$ cat src/sbl_pkg.sv
package sbl_pkg;
   // Clock rate and the sync window after reset.
   localparam int unsigned CLK_HZ = 40_000_000;
   localparam int unsigned SYNC_TIMEOUT_S = 6;
   localparam int unsigned SYNC_TIMEOUT_CYC = SYNC_TIMEOUT_S * CLK_HZ;
   localparam int TMR_W = 28;
   // Stimulus pin selection.
   localparam int PIN_CNT = 32;
   localparam int PIN_IDX_W = 5;
   // Link sync pattern, sent first byte in the top lane.
   localparam int SYNC_LEN = 4;
   localparam logic [31:0] SYNC_PATTERN = 32'h5AA53CC3;
   // Signed packet command codes.
   localparam logic [7:0] CMD_PARAM_WRITE = 8'h01;
   localparam logic [7:0] CMD_PROG_LOAD = 8'h02;
   localparam logic [7:0] CMD_PROG_VERIFY = 8'h03;
   localparam logic [7:0] CMD_KEY_LOAD = 8'h04;
   localparam logic [7:0] CMD_BL_DISABLE = 8'h05;
   localparam logic [7:0] CMD_BL_REACTIVATE = 8'h06;
   localparam logic [7:0] CMD_LIFE_END = 8'h07;
   // Parameter write argument fields.
   localparam int ARG_PIN_LSB = 0;
   localparam int ARG_PIN_SET_BIT = 5;
   localparam int ARG_ALT_IF_BIT = 6;
   localparam int ARG_CRYPT_BIT = 7;
   // Data width and reset values.
   localparam int DATA_W = 32;
   localparam logic [31:0] KEY_RST = 32'h00000000;
   // Boot sequencer states.
   typedef enum logic [3:0] {
      ST_LOAD = 4'h0,
      ST_STIM = 4'h1,
      ST_SYNC = 4'h2,
      ST_SESSION = 4'h3,
      ST_VSTART = 4'h4,
      ST_VWAIT = 4'h5,
      ST_RUN = 4'h6,
      ST_SAFE = 4'h7,
      ST_DEAD = 4'h8
   } sbl_state_t;
endpackage

$ cat src/sbl_sync_if.sv
`timescale 1ns/1ps
// Bytes from the default serial receiver and the match result.
interface sbl_sync_if;
   logic rx_valid;
   logic [7:0] rx_data;
   logic arm;
   logic hit;
   modport matcher(input rx_valid, input rx_data, input arm, output hit);
   modport seq(output rx_valid, output rx_data, output arm, input hit);
endinterface

$ cat src/sbl_sync_match.sv
`timescale 1ns/1ps
// Watches received bytes for the link sync pattern while armed.
module sbl_sync_match
   import sbl_pkg::*;
(
   // Clock and reset.
   input wire logic clk,
   input wire logic srst,
   // Byte stream and result.
   sbl_sync_if.matcher sif
);
   // Number of pattern bytes matched so far.
   logic [1:0] idx_reg;
   logic [1:0] idx_next;
   // One-cycle pulse when the whole pattern has been seen.
   logic hit_reg;
   logic hit_next;
   logic [7:0] exp_byte;

   // The expected byte for the current position.
   assign exp_byte = SYNC_PATTERN[8 * (SYNC_LEN - 1 - int'(idx_reg)) +: 8];

   // Advance on a match; a mismatch may still start a new pattern.
   always_comb begin
      idx_next = idx_reg;
      hit_next = 1'b0;
      if (!sif.arm) begin
         idx_next = 2'h0;
      end else if (sif.rx_valid) begin
         if (sif.rx_data == exp_byte) begin
            if (idx_reg == 2'(SYNC_LEN - 1)) begin
               hit_next = 1'b1;
               idx_next = 2'h0;
            end else begin
               idx_next = idx_reg + 2'h1;
            end
         end else if (sif.rx_data == SYNC_PATTERN[31:24]) begin
            idx_next = 2'h1;
         end else begin
            idx_next = 2'h0;
         end
      end
   end

   // Register the matcher state.
   always_ff @(posedge clk) begin
      if (srst) begin
         idx_reg <= 2'h0;
         hit_reg <= 1'b0;
      end else begin
         idx_reg <= idx_next;
         hit_reg <= hit_next;
      end
   end

   assign sif.hit = hit_reg;
endmodule

$ cat src/sbl_boot_seq.sv
`timescale 1ns/1ps
// Decides after every reset between bootloader session, secure boot and the dead state.
module sbl_boot_seq
   import sbl_pkg::*;
#(
   parameter int unsigned SYNC_TIMEOUT_CYCLES = SYNC_TIMEOUT_CYC
)(
   // Clock and reset.
   input wire logic clk,
   input wire logic srst,
   // Persistent settings read back from nonvolatile storage.
   input wire logic nv_stim_assigned,
   input wire logic [PIN_IDX_W-1:0] nv_stim_idx,
   input wire logic nv_alt_if,
   input wire logic nv_bl_disabled,
   input wire logic nv_dev_phase,
   input wire logic nv_dead,
   // Candidate stimulus pins.
   input wire logic [PIN_CNT-1:0] stim_pins,
   // Bytes from the default serial receive line.
   input wire logic boot_rx_valid,
   input wire logic [7:0] boot_rx_data,
   // Parsed packets with their signature check result.
   input wire logic pkt_valid,
   input wire logic pkt_sig_ok,
   input wire logic pkt_from_default,
   input wire logic [7:0] pkt_cmd,
   input wire logic [DATA_W-1:0] pkt_arg,
   output logic pkt_ack,
   output logic pkt_rej,
   // Program memory signature check.
   output logic pm_verify_start,
   input wire logic pm_verify_done,
   input wire logic pm_verify_pass,
   // Boot outcome.
   output logic cpu_release,
   output logic safe_mode,
   output logic device_dead,
   output logic bl_session,
   // Updates for nonvolatile storage.
   output logic nv_wr,
   output logic nv_stim_assigned_out,
   output logic [PIN_IDX_W-1:0] nv_stim_idx_out,
   output logic nv_alt_if_out,
   output logic nv_bl_disabled_out,
   output logic nv_dead_out,
   // Program load toward external flash.
   output logic pm_wr_valid,
   output logic [DATA_W-1:0] pm_wr_data,
   // Memory crypt integrity unit.
   input wire logic core_supply_a_good,
   output logic crypt_enable,
   input wire logic fetch_valid,
   input wire logic [DATA_W-1:0] fetch_data,
   output logic fetch_out_valid,
   output logic [DATA_W-1:0] fetch_out_data
);
   localparam logic [TMR_W-1:0] TMR_LAST = TMR_W'(SYNC_TIMEOUT_CYCLES - 1);

   sbl_state_t state_reg, state_next; // Sequencer state.
   logic [TMR_W-1:0] tmr_reg, tmr_next; // Cycles since reset in the sync window.
   logic stim_set_reg, stim_set_next; // A stimulus pin is assigned.
   logic [PIN_IDX_W-1:0] stim_idx_reg, stim_idx_next; // Assigned pin.
   logic alt_reg, alt_next; // Non-default interfaces enabled.
   logic dis_reg, dis_next; // Bootloader disabled.
   logic dev_reg, dev_next; // Development phase.
   logic dead_reg, dead_next; // Device ended by life cycle.
   logic nvw_reg, nvw_next; // Storage update pulse.
   logic ack_reg, ack_next, rej_reg, rej_next; // Packet answer pulses.
   logic pmw_reg, pmw_next; // Program word write pulse.
   logic [DATA_W-1:0] pmd_reg, pmd_next; // Program word, encrypted if enabled.
   logic [DATA_W-1:0] key_reg, key_next; // Always-on key.
   logic cen_reg, cen_next; // Always-on crypt enable.
   logic fov_reg, fov_next; // Decrypted fetch valid.
   logic [DATA_W-1:0] fod_reg, fod_next; // Decrypted fetch data.
   logic sig_cmd; // A correctly signed packet in session.
   logic bl_allowed; // Bootloader may be entered or may write.

   sbl_sync_if sif();

   // Sync pattern matcher on the default serial receive line.
   sbl_sync_match u_match (
      .clk(clk),
      .srst(srst),
      .sif(sif)
   );
   assign sif.rx_valid = boot_rx_valid;
   assign sif.rx_data = boot_rx_data;
   assign sif.arm = (state_reg == ST_SYNC);

   assign sig_cmd = (state_reg == ST_SESSION) && pkt_valid && pkt_sig_ok;
   assign bl_allowed = !dis_reg || dev_reg;

   // Next state of the sequencer and its persistent settings.
   always_comb begin
      state_next = state_reg;
      tmr_next = tmr_reg;
      stim_set_next = stim_set_reg;
      stim_idx_next = stim_idx_reg;
      alt_next = alt_reg;
      dis_next = dis_reg;
      dev_next = dev_reg;
      dead_next = dead_reg;
      nvw_next = 1'b0;
      ack_next = 1'b0;
      rej_next = 1'b0;
      pmw_next = 1'b0;
      pmd_next = pmd_reg;
      case (state_reg)
         // Take the stored settings one cycle after reset.
         ST_LOAD: begin
            stim_set_next = nv_stim_assigned;
            stim_idx_next = nv_stim_idx;
            alt_next = nv_alt_if;
            dis_next = nv_bl_disabled;
            dev_next = nv_dev_phase;
            dead_next = nv_dead;
            tmr_next = '0;
            state_next = nv_dead ? ST_DEAD : ST_STIM;
         end
         // Choose between stimulus pin, sync watch and secure boot.
         ST_STIM: begin
            if (!bl_allowed) begin
               state_next = ST_VSTART;
            end else if (!stim_set_reg) begin
               state_next = ST_SYNC;
            end else if (stim_pins[stim_idx_reg]) begin
               state_next = ST_SESSION;
            end else begin
               state_next = ST_VSTART;
            end
         end
         // Wait for the sync pattern inside the window.
         ST_SYNC: begin
            tmr_next = tmr_reg + 1'b1;
            if (sif.hit) begin
               state_next = ST_SESSION;
            end else if (tmr_reg >= TMR_LAST) begin
               state_next = ST_VSTART;
            end
         end
         // Act on signed packets; refuse the rest.
         ST_SESSION: begin
            if (pkt_valid && !pkt_sig_ok) begin
               rej_next = 1'b1;
            end else if (sig_cmd) begin
               ack_next = 1'b1;
               case (pkt_cmd)
                  CMD_PARAM_WRITE: begin
                     if (pkt_from_default) begin
                        stim_set_next = pkt_arg[ARG_PIN_SET_BIT];
                        stim_idx_next = pkt_arg[ARG_PIN_LSB +: PIN_IDX_W];
                        alt_next = pkt_arg[ARG_ALT_IF_BIT];
                        nvw_next = 1'b1;
                     end else begin
                        ack_next = 1'b0;
                        rej_next = 1'b1;
                     end
                  end
                  CMD_PROG_LOAD: begin
                     if (bl_allowed) begin
                        pmw_next = 1'b1;
                        pmd_next = cen_reg ? (pkt_arg ^ key_reg) : pkt_arg;
                     end else begin
                        ack_next = 1'b0;
                        rej_next = 1'b1;
                     end
                  end
                  CMD_PROG_VERIFY: state_next = ST_VSTART;
                  CMD_KEY_LOAD: ack_next = 1'b1;
                  CMD_BL_DISABLE: begin
                     dis_next = 1'b1;
                     nvw_next = 1'b1;
                  end
                  CMD_BL_REACTIVATE: begin
                     if (dev_reg) begin
                        dis_next = 1'b0;
                        nvw_next = 1'b1;
                     end else begin
                        ack_next = 1'b0;
                        rej_next = 1'b1;
                     end
                  end
                  CMD_LIFE_END: begin
                     dead_next = 1'b1;
                     nvw_next = 1'b1;
                     state_next = ST_DEAD;
                  end
                  default: begin
                     ack_next = 1'b0;
                     rej_next = 1'b1;
                  end
               endcase
            end
         end
         // Launch the program memory signature check.
         ST_VSTART: state_next = ST_VWAIT;
         // Release or block customer code on the result.
         ST_VWAIT: begin
            if (pm_verify_done) begin
               state_next = pm_verify_pass ? ST_RUN : ST_SAFE;
            end
         end
         ST_RUN: state_next = ST_RUN;
         ST_SAFE: state_next = ST_SAFE;
         ST_DEAD: state_next = ST_DEAD;
         default: state_next = ST_LOAD;
      endcase
   end

   // Register the sequencer group.
   always_ff @(posedge clk) begin
      if (srst) begin
         state_reg <= ST_LOAD;
         tmr_reg <= '0;
         stim_set_reg <= 1'b0;
         stim_idx_reg <= '0;
         alt_reg <= 1'b0;
         dis_reg <= 1'b0;
         dev_reg <= 1'b0;
         dead_reg <= 1'b0;
         nvw_reg <= 1'b0;
         ack_reg <= 1'b0;
         rej_reg <= 1'b0;
         pmw_reg <= 1'b0;
         pmd_reg <= '0;
      end else begin
         state_reg <= state_next;
         tmr_reg <= tmr_next;
         stim_set_reg <= stim_set_next;
         stim_idx_reg <= stim_idx_next;
         alt_reg <= alt_next;
         dis_reg <= dis_next;
         dev_reg <= dev_next;
         dead_reg <= dead_next;
         nvw_reg <= nvw_next;
         ack_reg <= ack_next;
         rej_reg <= rej_next;
         pmw_reg <= pmw_next;
         pmd_reg <= pmd_next;
      end
   end

   // Always-on key store and the fetch decryption path.
   always_comb begin
      key_next = key_reg;
      cen_next = cen_reg;
      if (!core_supply_a_good) begin
         key_next = KEY_RST;
         cen_next = 1'b0;
      end else if (sig_cmd && pkt_cmd == CMD_KEY_LOAD) begin
         key_next = pkt_arg;
         cen_next = 1'b1;
      end else if (sig_cmd && pkt_cmd == CMD_PARAM_WRITE && pkt_from_default) begin
         cen_next = pkt_arg[ARG_CRYPT_BIT];
      end
      fov_next = fetch_valid && (state_reg == ST_RUN);
      fod_next = cen_reg ? (fetch_data ^ key_reg) : fetch_data;
   end

   // The key group is not touched by reset so it survives it.
   always_ff @(posedge clk) begin
      key_reg <= key_next;
      cen_reg <= cen_next;
      if (srst) begin
         fov_reg <= 1'b0;
         fod_reg <= '0;
      end else begin
         fov_reg <= fov_next;
         fod_reg <= fod_next;
      end
   end

   // Outputs, all from flip-flops or the state register.
   assign pm_verify_start = (state_reg == ST_VSTART);
   assign cpu_release = (state_reg == ST_RUN);
   assign safe_mode = (state_reg == ST_SAFE);
   assign device_dead = (state_reg == ST_DEAD);
   assign bl_session = (state_reg == ST_SESSION);
   assign pkt_ack = ack_reg;
   assign pkt_rej = rej_reg;
   assign nv_wr = nvw_reg;
   assign nv_stim_assigned_out = stim_set_reg;
   assign nv_stim_idx_out = stim_idx_reg;
   assign nv_alt_if_out = alt_reg;
   assign nv_bl_disabled_out = dis_reg;
   assign nv_dead_out = dead_reg;
   assign pm_wr_valid = pmw_reg;
   assign pm_wr_data = pmd_reg;
   assign crypt_enable = cen_reg;
   assign fetch_out_valid = fov_reg;
   assign fetch_out_data = fod_reg;

   stim_entry_a: assert property (@(posedge clk) disable iff (srst)
      state_reg == ST_STIM && bl_allowed && stim_set_reg && stim_pins[stim_idx_reg] |=> bl_session)
      else $error("Active stimulus pin did not open a session.");
   default_only_a: assert property (@(posedge clk) disable iff (srst)
      sig_cmd && pkt_cmd == CMD_PARAM_WRITE && !pkt_from_default
      |=> $stable(alt_reg) && $stable(stim_idx_reg) && pkt_rej)
      else $error("Parameter write accepted off the default interface.");
   secure_boot_a: assert property (@(posedge clk) disable iff (srst)
      state_reg == ST_STIM && bl_allowed && stim_set_reg && !stim_pins[stim_idx_reg]
      |=> pm_verify_start ##1 !cpu_release)
      else $error("Secure boot not started without session.");
   safe_fail_a: assert property (@(posedge clk) disable iff (srst)
      state_reg == ST_VWAIT && pm_verify_done && !pm_verify_pass |=> safe_mode [*3])
      else $error("Failed signature did not hold safe mode.");
   no_pin_a: assert property (@(posedge clk) disable iff (srst)
      state_reg == ST_STIM && bl_allowed && !stim_set_reg |=> sif.arm)
      else $error("Unassigned pin did not start sync watch.");
   sync_window_a: assert property (@(posedge clk) disable iff (srst)
      state_reg == ST_SYNC && !sif.hit && tmr_reg == TMR_LAST |=> pm_verify_start)
      else $error("Sync window end did not start secure boot.");
   sync_enter_a: assert property (@(posedge clk) disable iff (srst)
      state_reg == ST_SYNC && sif.hit |=> bl_session)
      else $error("Detected sync did not open a session.");
   sig_gate_a: assert property (@(posedge clk) disable iff (srst)
      pkt_valid && !pkt_sig_ok |=> !pm_wr_valid && !nv_wr && pkt_rej)
      else $error("Unsigned packet was acted on.");
   disable_load_a: assert property (@(posedge clk) disable iff (srst)
      dis_reg && !dev_reg |=> !pm_wr_valid)
      else $error("Program written while bootloader disabled.");
   reactivate_a: assert property (@(posedge clk) disable iff (srst)
      sig_cmd && pkt_cmd == CMD_BL_REACTIVATE && dev_reg |=> !nv_bl_disabled_out && nv_wr)
      else $error("Development reactivation failed.");
   dead_a: assert property (@(posedge clk) disable iff (srst)
      (device_dead || (sig_cmd && pkt_cmd == CMD_LIFE_END)) |=> device_dead && !fetch_out_valid && !pm_wr_valid)
      else $error("Ended device still runs.");
   decrypt_a: assert property (@(posedge clk) disable iff (srst)
      fetch_valid && cen_reg |=> fetch_out_data == ($past(fetch_data) ^ $past(key_reg)))
      else $error("Fetch not decrypted with key.");
   key_loss_a: assert property (@(posedge clk)
      !core_supply_a_good |=> key_reg == KEY_RST && !crypt_enable)
      else $error("Key survived supply loss.");
   release_a: assert property (@(posedge clk) disable iff (srst)
      state_reg == ST_VWAIT && pm_verify_done && pm_verify_pass |=> cpu_release)
      else $error("Passed check did not release processor.");
   cov_sync_c: cover property (@(posedge clk) disable iff (srst) state_reg == ST_SYNC ##1 bl_session);
   cov_run_c: cover property (@(posedge clk) disable iff (srst) pm_verify_start ##[1:50] cpu_release);
   cov_safe_c: cover property (@(posedge clk) disable iff (srst) $rose(safe_mode));
   cov_load_c: cover property (@(posedge clk) disable iff (srst) pm_wr_valid && crypt_enable);
endmodule

$ cat config.mk
export PLATFORM = sky130hd
export DESIGN_NAME = sbl_boot_seq
export DESIGN_NICKNAME = d
export VERILOG_FILES = /design/src/sbl_pkg.sv /design/src/sbl_sync_if.sv /design/src/sbl_sync_match.sv /design/src/sbl_boot_seq.sv
export SDC_FILE = /design/constraint.sdc
export NUM_CORES = 1
export LEC_CHECK = 0
export BUFFER_PORTS_ARGS = -buffer_cell sky130_fd_sc_hd__buf_2
export CORE_MARGIN = 2
export CORE_UTILIZATION = 40
export DETAILED_ROUTE_END_ITERATION = 8
export PLACE_DENSITY = 0.61
export SLEW_MARGIN = 30
export SYNTH_ARGS = -nofsm -noshare
export SYNTH_HDL_FRONTEND = slang
export SYNTH_SLANG_ARGS = --single-unit
$ cat constraint.sdc
create_clock -name clk -period 3.7 [get_ports clk]
set_clock_uncertainty 0.2 [all_clocks]
set_input_delay 0.37 -clock clk [delete_from_list [all_inputs] [get_ports clk]]
set_output_delay 0.37 -clock clk [all_outputs]
set_load 0.01 [all_outputs]
==> flow_summary.toml <==
[synth]
synth_top_area_share_pct = 42.9
synth_largest_area_cell = "dfxtp_1"
synth_area_per_cell_sq_um = 8.23
syn_area_sq_um = 6860
yosys_warnings = 0
yosysSeqAreaShare_pct = 42.9
yosysUniqueCellTypes = 52
syn-instance-count = 834
synthArstFlopShare_pct = 0
synth-seq-cells = 147
synth.most_common_cell = "nand2_1"
synthTopCellsByCount = "149 x nand2_1, 147 x dfxtp_1, 118 x nor2_1"
syn_nets = 968
synth_edf_count = 0
synth_flop_cell = "dfxtp_1"
synthTopCellsByArea = "dfxtp_1 43%, xor2_1 8.3%, nand2_1 8.1%"

[floorplan]
die_x_um = 135
die_area_sq_um = 18200
io_pins = 216
core_area_sq_um = 16700
die_h_um = 135
initial_core_util_pct = 41.1
num_rows = 47

[clock_tree]
clk_latency_ns = 0.42
clock_sinks = 147
clockRootBuffer = "clkbuf_16"
h-tree-depth = 4
cts_setup_buffers = 0
clk_pin_slew_ns = 0.06
cts_tree = "yes"
cts_made_buffers = 17
clock_path_buffers = 2

[global_routing]
grt_max_degree = 65
grt_use_total_pct = 21.1
grt_antenna_before_repair = 0
grt_pass1_wl_um = 31000
grt_pass1_vias = 6126
overflow = 0

[placement]
numPortBuffers = 215
place_congestion = 0.820
dp_hpwl_um = 13300

[final_layout]
nets = 1191
post_route_cells_drive_above_1_share_pct = 24.7
area_growth_pct = 31.6
antenna_cells = 0

[routing]
drc = 0
dr.first_iter.drc_count = 291
ant_nets = 0
vias_per_cell = 5.05
drt_pass1_iterations = 5
postRouteWirelength_um = 19200
avgRoutedWirePerCell_um = 14.9
via_count = 6518

[worst_setup_path]
crit_type = "reg -> reg"
cp.arrival_ns = 2.95
critPathLaunchType = "flip-flop"
endpoint_kind = "flip-flop"
cp_data_required_time_ns = 3.84
cp_max_fo = 32

[worst_hold_path]
hold_class = "in -> reg"

[run]
maxCapViolCount = 0

[sta]
tightest_slew_ns = 0.911
slew_viol_final = 0
relSlewSlack_pct = 38.8
rsz0062_at_grt = "no"
post-route-period-util_pct = 76.0
setup_viol = 0
hold_viol = 0
timing.hold.ws_ns = 0.0162
clock.fmax_mhz = 356
tns_ns = 0
finalCriticalPeriod_ns = 2.81

[pwr]
p_per_area_nw_per_um2 = 515
irDropWorstVdd_mv = 0.342
p_leak_nw = 3.56

[outcome]
status = "complete, no violations"
[critical path, cell delays in order, from the launching register on]
cell and delay, ns:
dfxtp_1 0.60, nor4bb_4 0.49, buf_4 0.28, nand3_1 0.13, nor2_1 0.22, and3_1 0.19, buf_4 0.36, nand2_1 0.09
a21boi_0 0.17
[cells by family (layout without fill, tap and decap cells)]
| kind of cell | after synthesis | count (layout) | synth area share (%) |
|---|---|---|---|
| xor+xnor | 68 | 68 | 8.68 |
| fa+ha+maj | 2 | 2 | 0.365 |
| flops | 147 | 147 | 42.9 |
| simple gates | 370 | 370 | 24.3 |
| buf+inv | 56 | 292 | 3.28 |
| compound gates | 164 | 164 | 16.6 |
| mux | 27 | 27 | 3.94 |
[final cells by class]
cell class,count,area [sq um]
multi-input combinational,631,3720
clock buffer,22,484
clock inverter,10,146
fill,1569,7670
sequential,147,2940
inverter,7,26.3
tap,220,275
timing repair buffer,253,1440
[report_power, final]
part           switching, mW  total [mW]  internal (mW)
Sequential             0.134        1.80           1.66
Clock                  0.694        1.83           1.14
Combinational          0.613        1.02          0.404
[cell usage in the layout (no fill, tap or decap), drive strengths merged, types with 5 or more instances in the layout]
| master | instances |
|---|---|
| nand3 | 21 |
| nand2 | 149 |
| clkbuf | 22 |
| or3 | 7 |
| nor2 | 118 |
| a21oi | 29 |
| inv | 9 |
| a31oi | 7 |
| nand4 | 7 |
| and3 | 7 |
| xor2 | 65 |
| a21boi | 35 |
| nand2b | 9 |
| o21ai | 15 |
| nor3 | 19 |
| nor2b | 8 |
| a211oi | 44 |
| and4 | 5 |
| a22oi | 8 |
| a311oi | 8 |
| dfxtp | 147 |
| buf | 224 |
| dlygate4sd3 | 29 |
| mux2i | 27 |
[metal layers]
metal	track usage [%]	share of wire, %
met4	4.92	0.83
met5	0	0
met1	28.0	47
met3	5.67	6.0
met2	34.2	47
[through the flow]
step                utilization [%]  area [sq um]  total power [mW]  setup slack [ns]  cells
CTS                            54.1          9030              4.69             0.898   1290
global placement               48.6          8110              2.82              1.00   1229
detailed placement             48.6          8110              2.82             0.932   1229
global route                   54.1          9030              4.89             0.657   1290
finish                         54.1          9030              4.65             0.889   1290
floorplan                         -          6860              2.46              1.46    834
[final timing paths]
path	start	endpoint	slack [ns]	depth (start not counted)
setup / recovery	state_reg[1]	key_reg[30]	0.89	8
hold / removal	fetch_data[4]	fetch_out_data[4]	0.02	3
setup reg to reg	state_reg[1]	key_reg[30]	0.89	8
hold reg to reg	key_reg[7]	key_reg[7]	0.26	2
[timing repair]
item | 4_1_cts | 5_1_grt
hold endpoints to repair | 29 | 0
hold buffers | 29 | 0
resized for setup | 0 | 0
No activity file was read; power rests on OpenSTA's default activity.
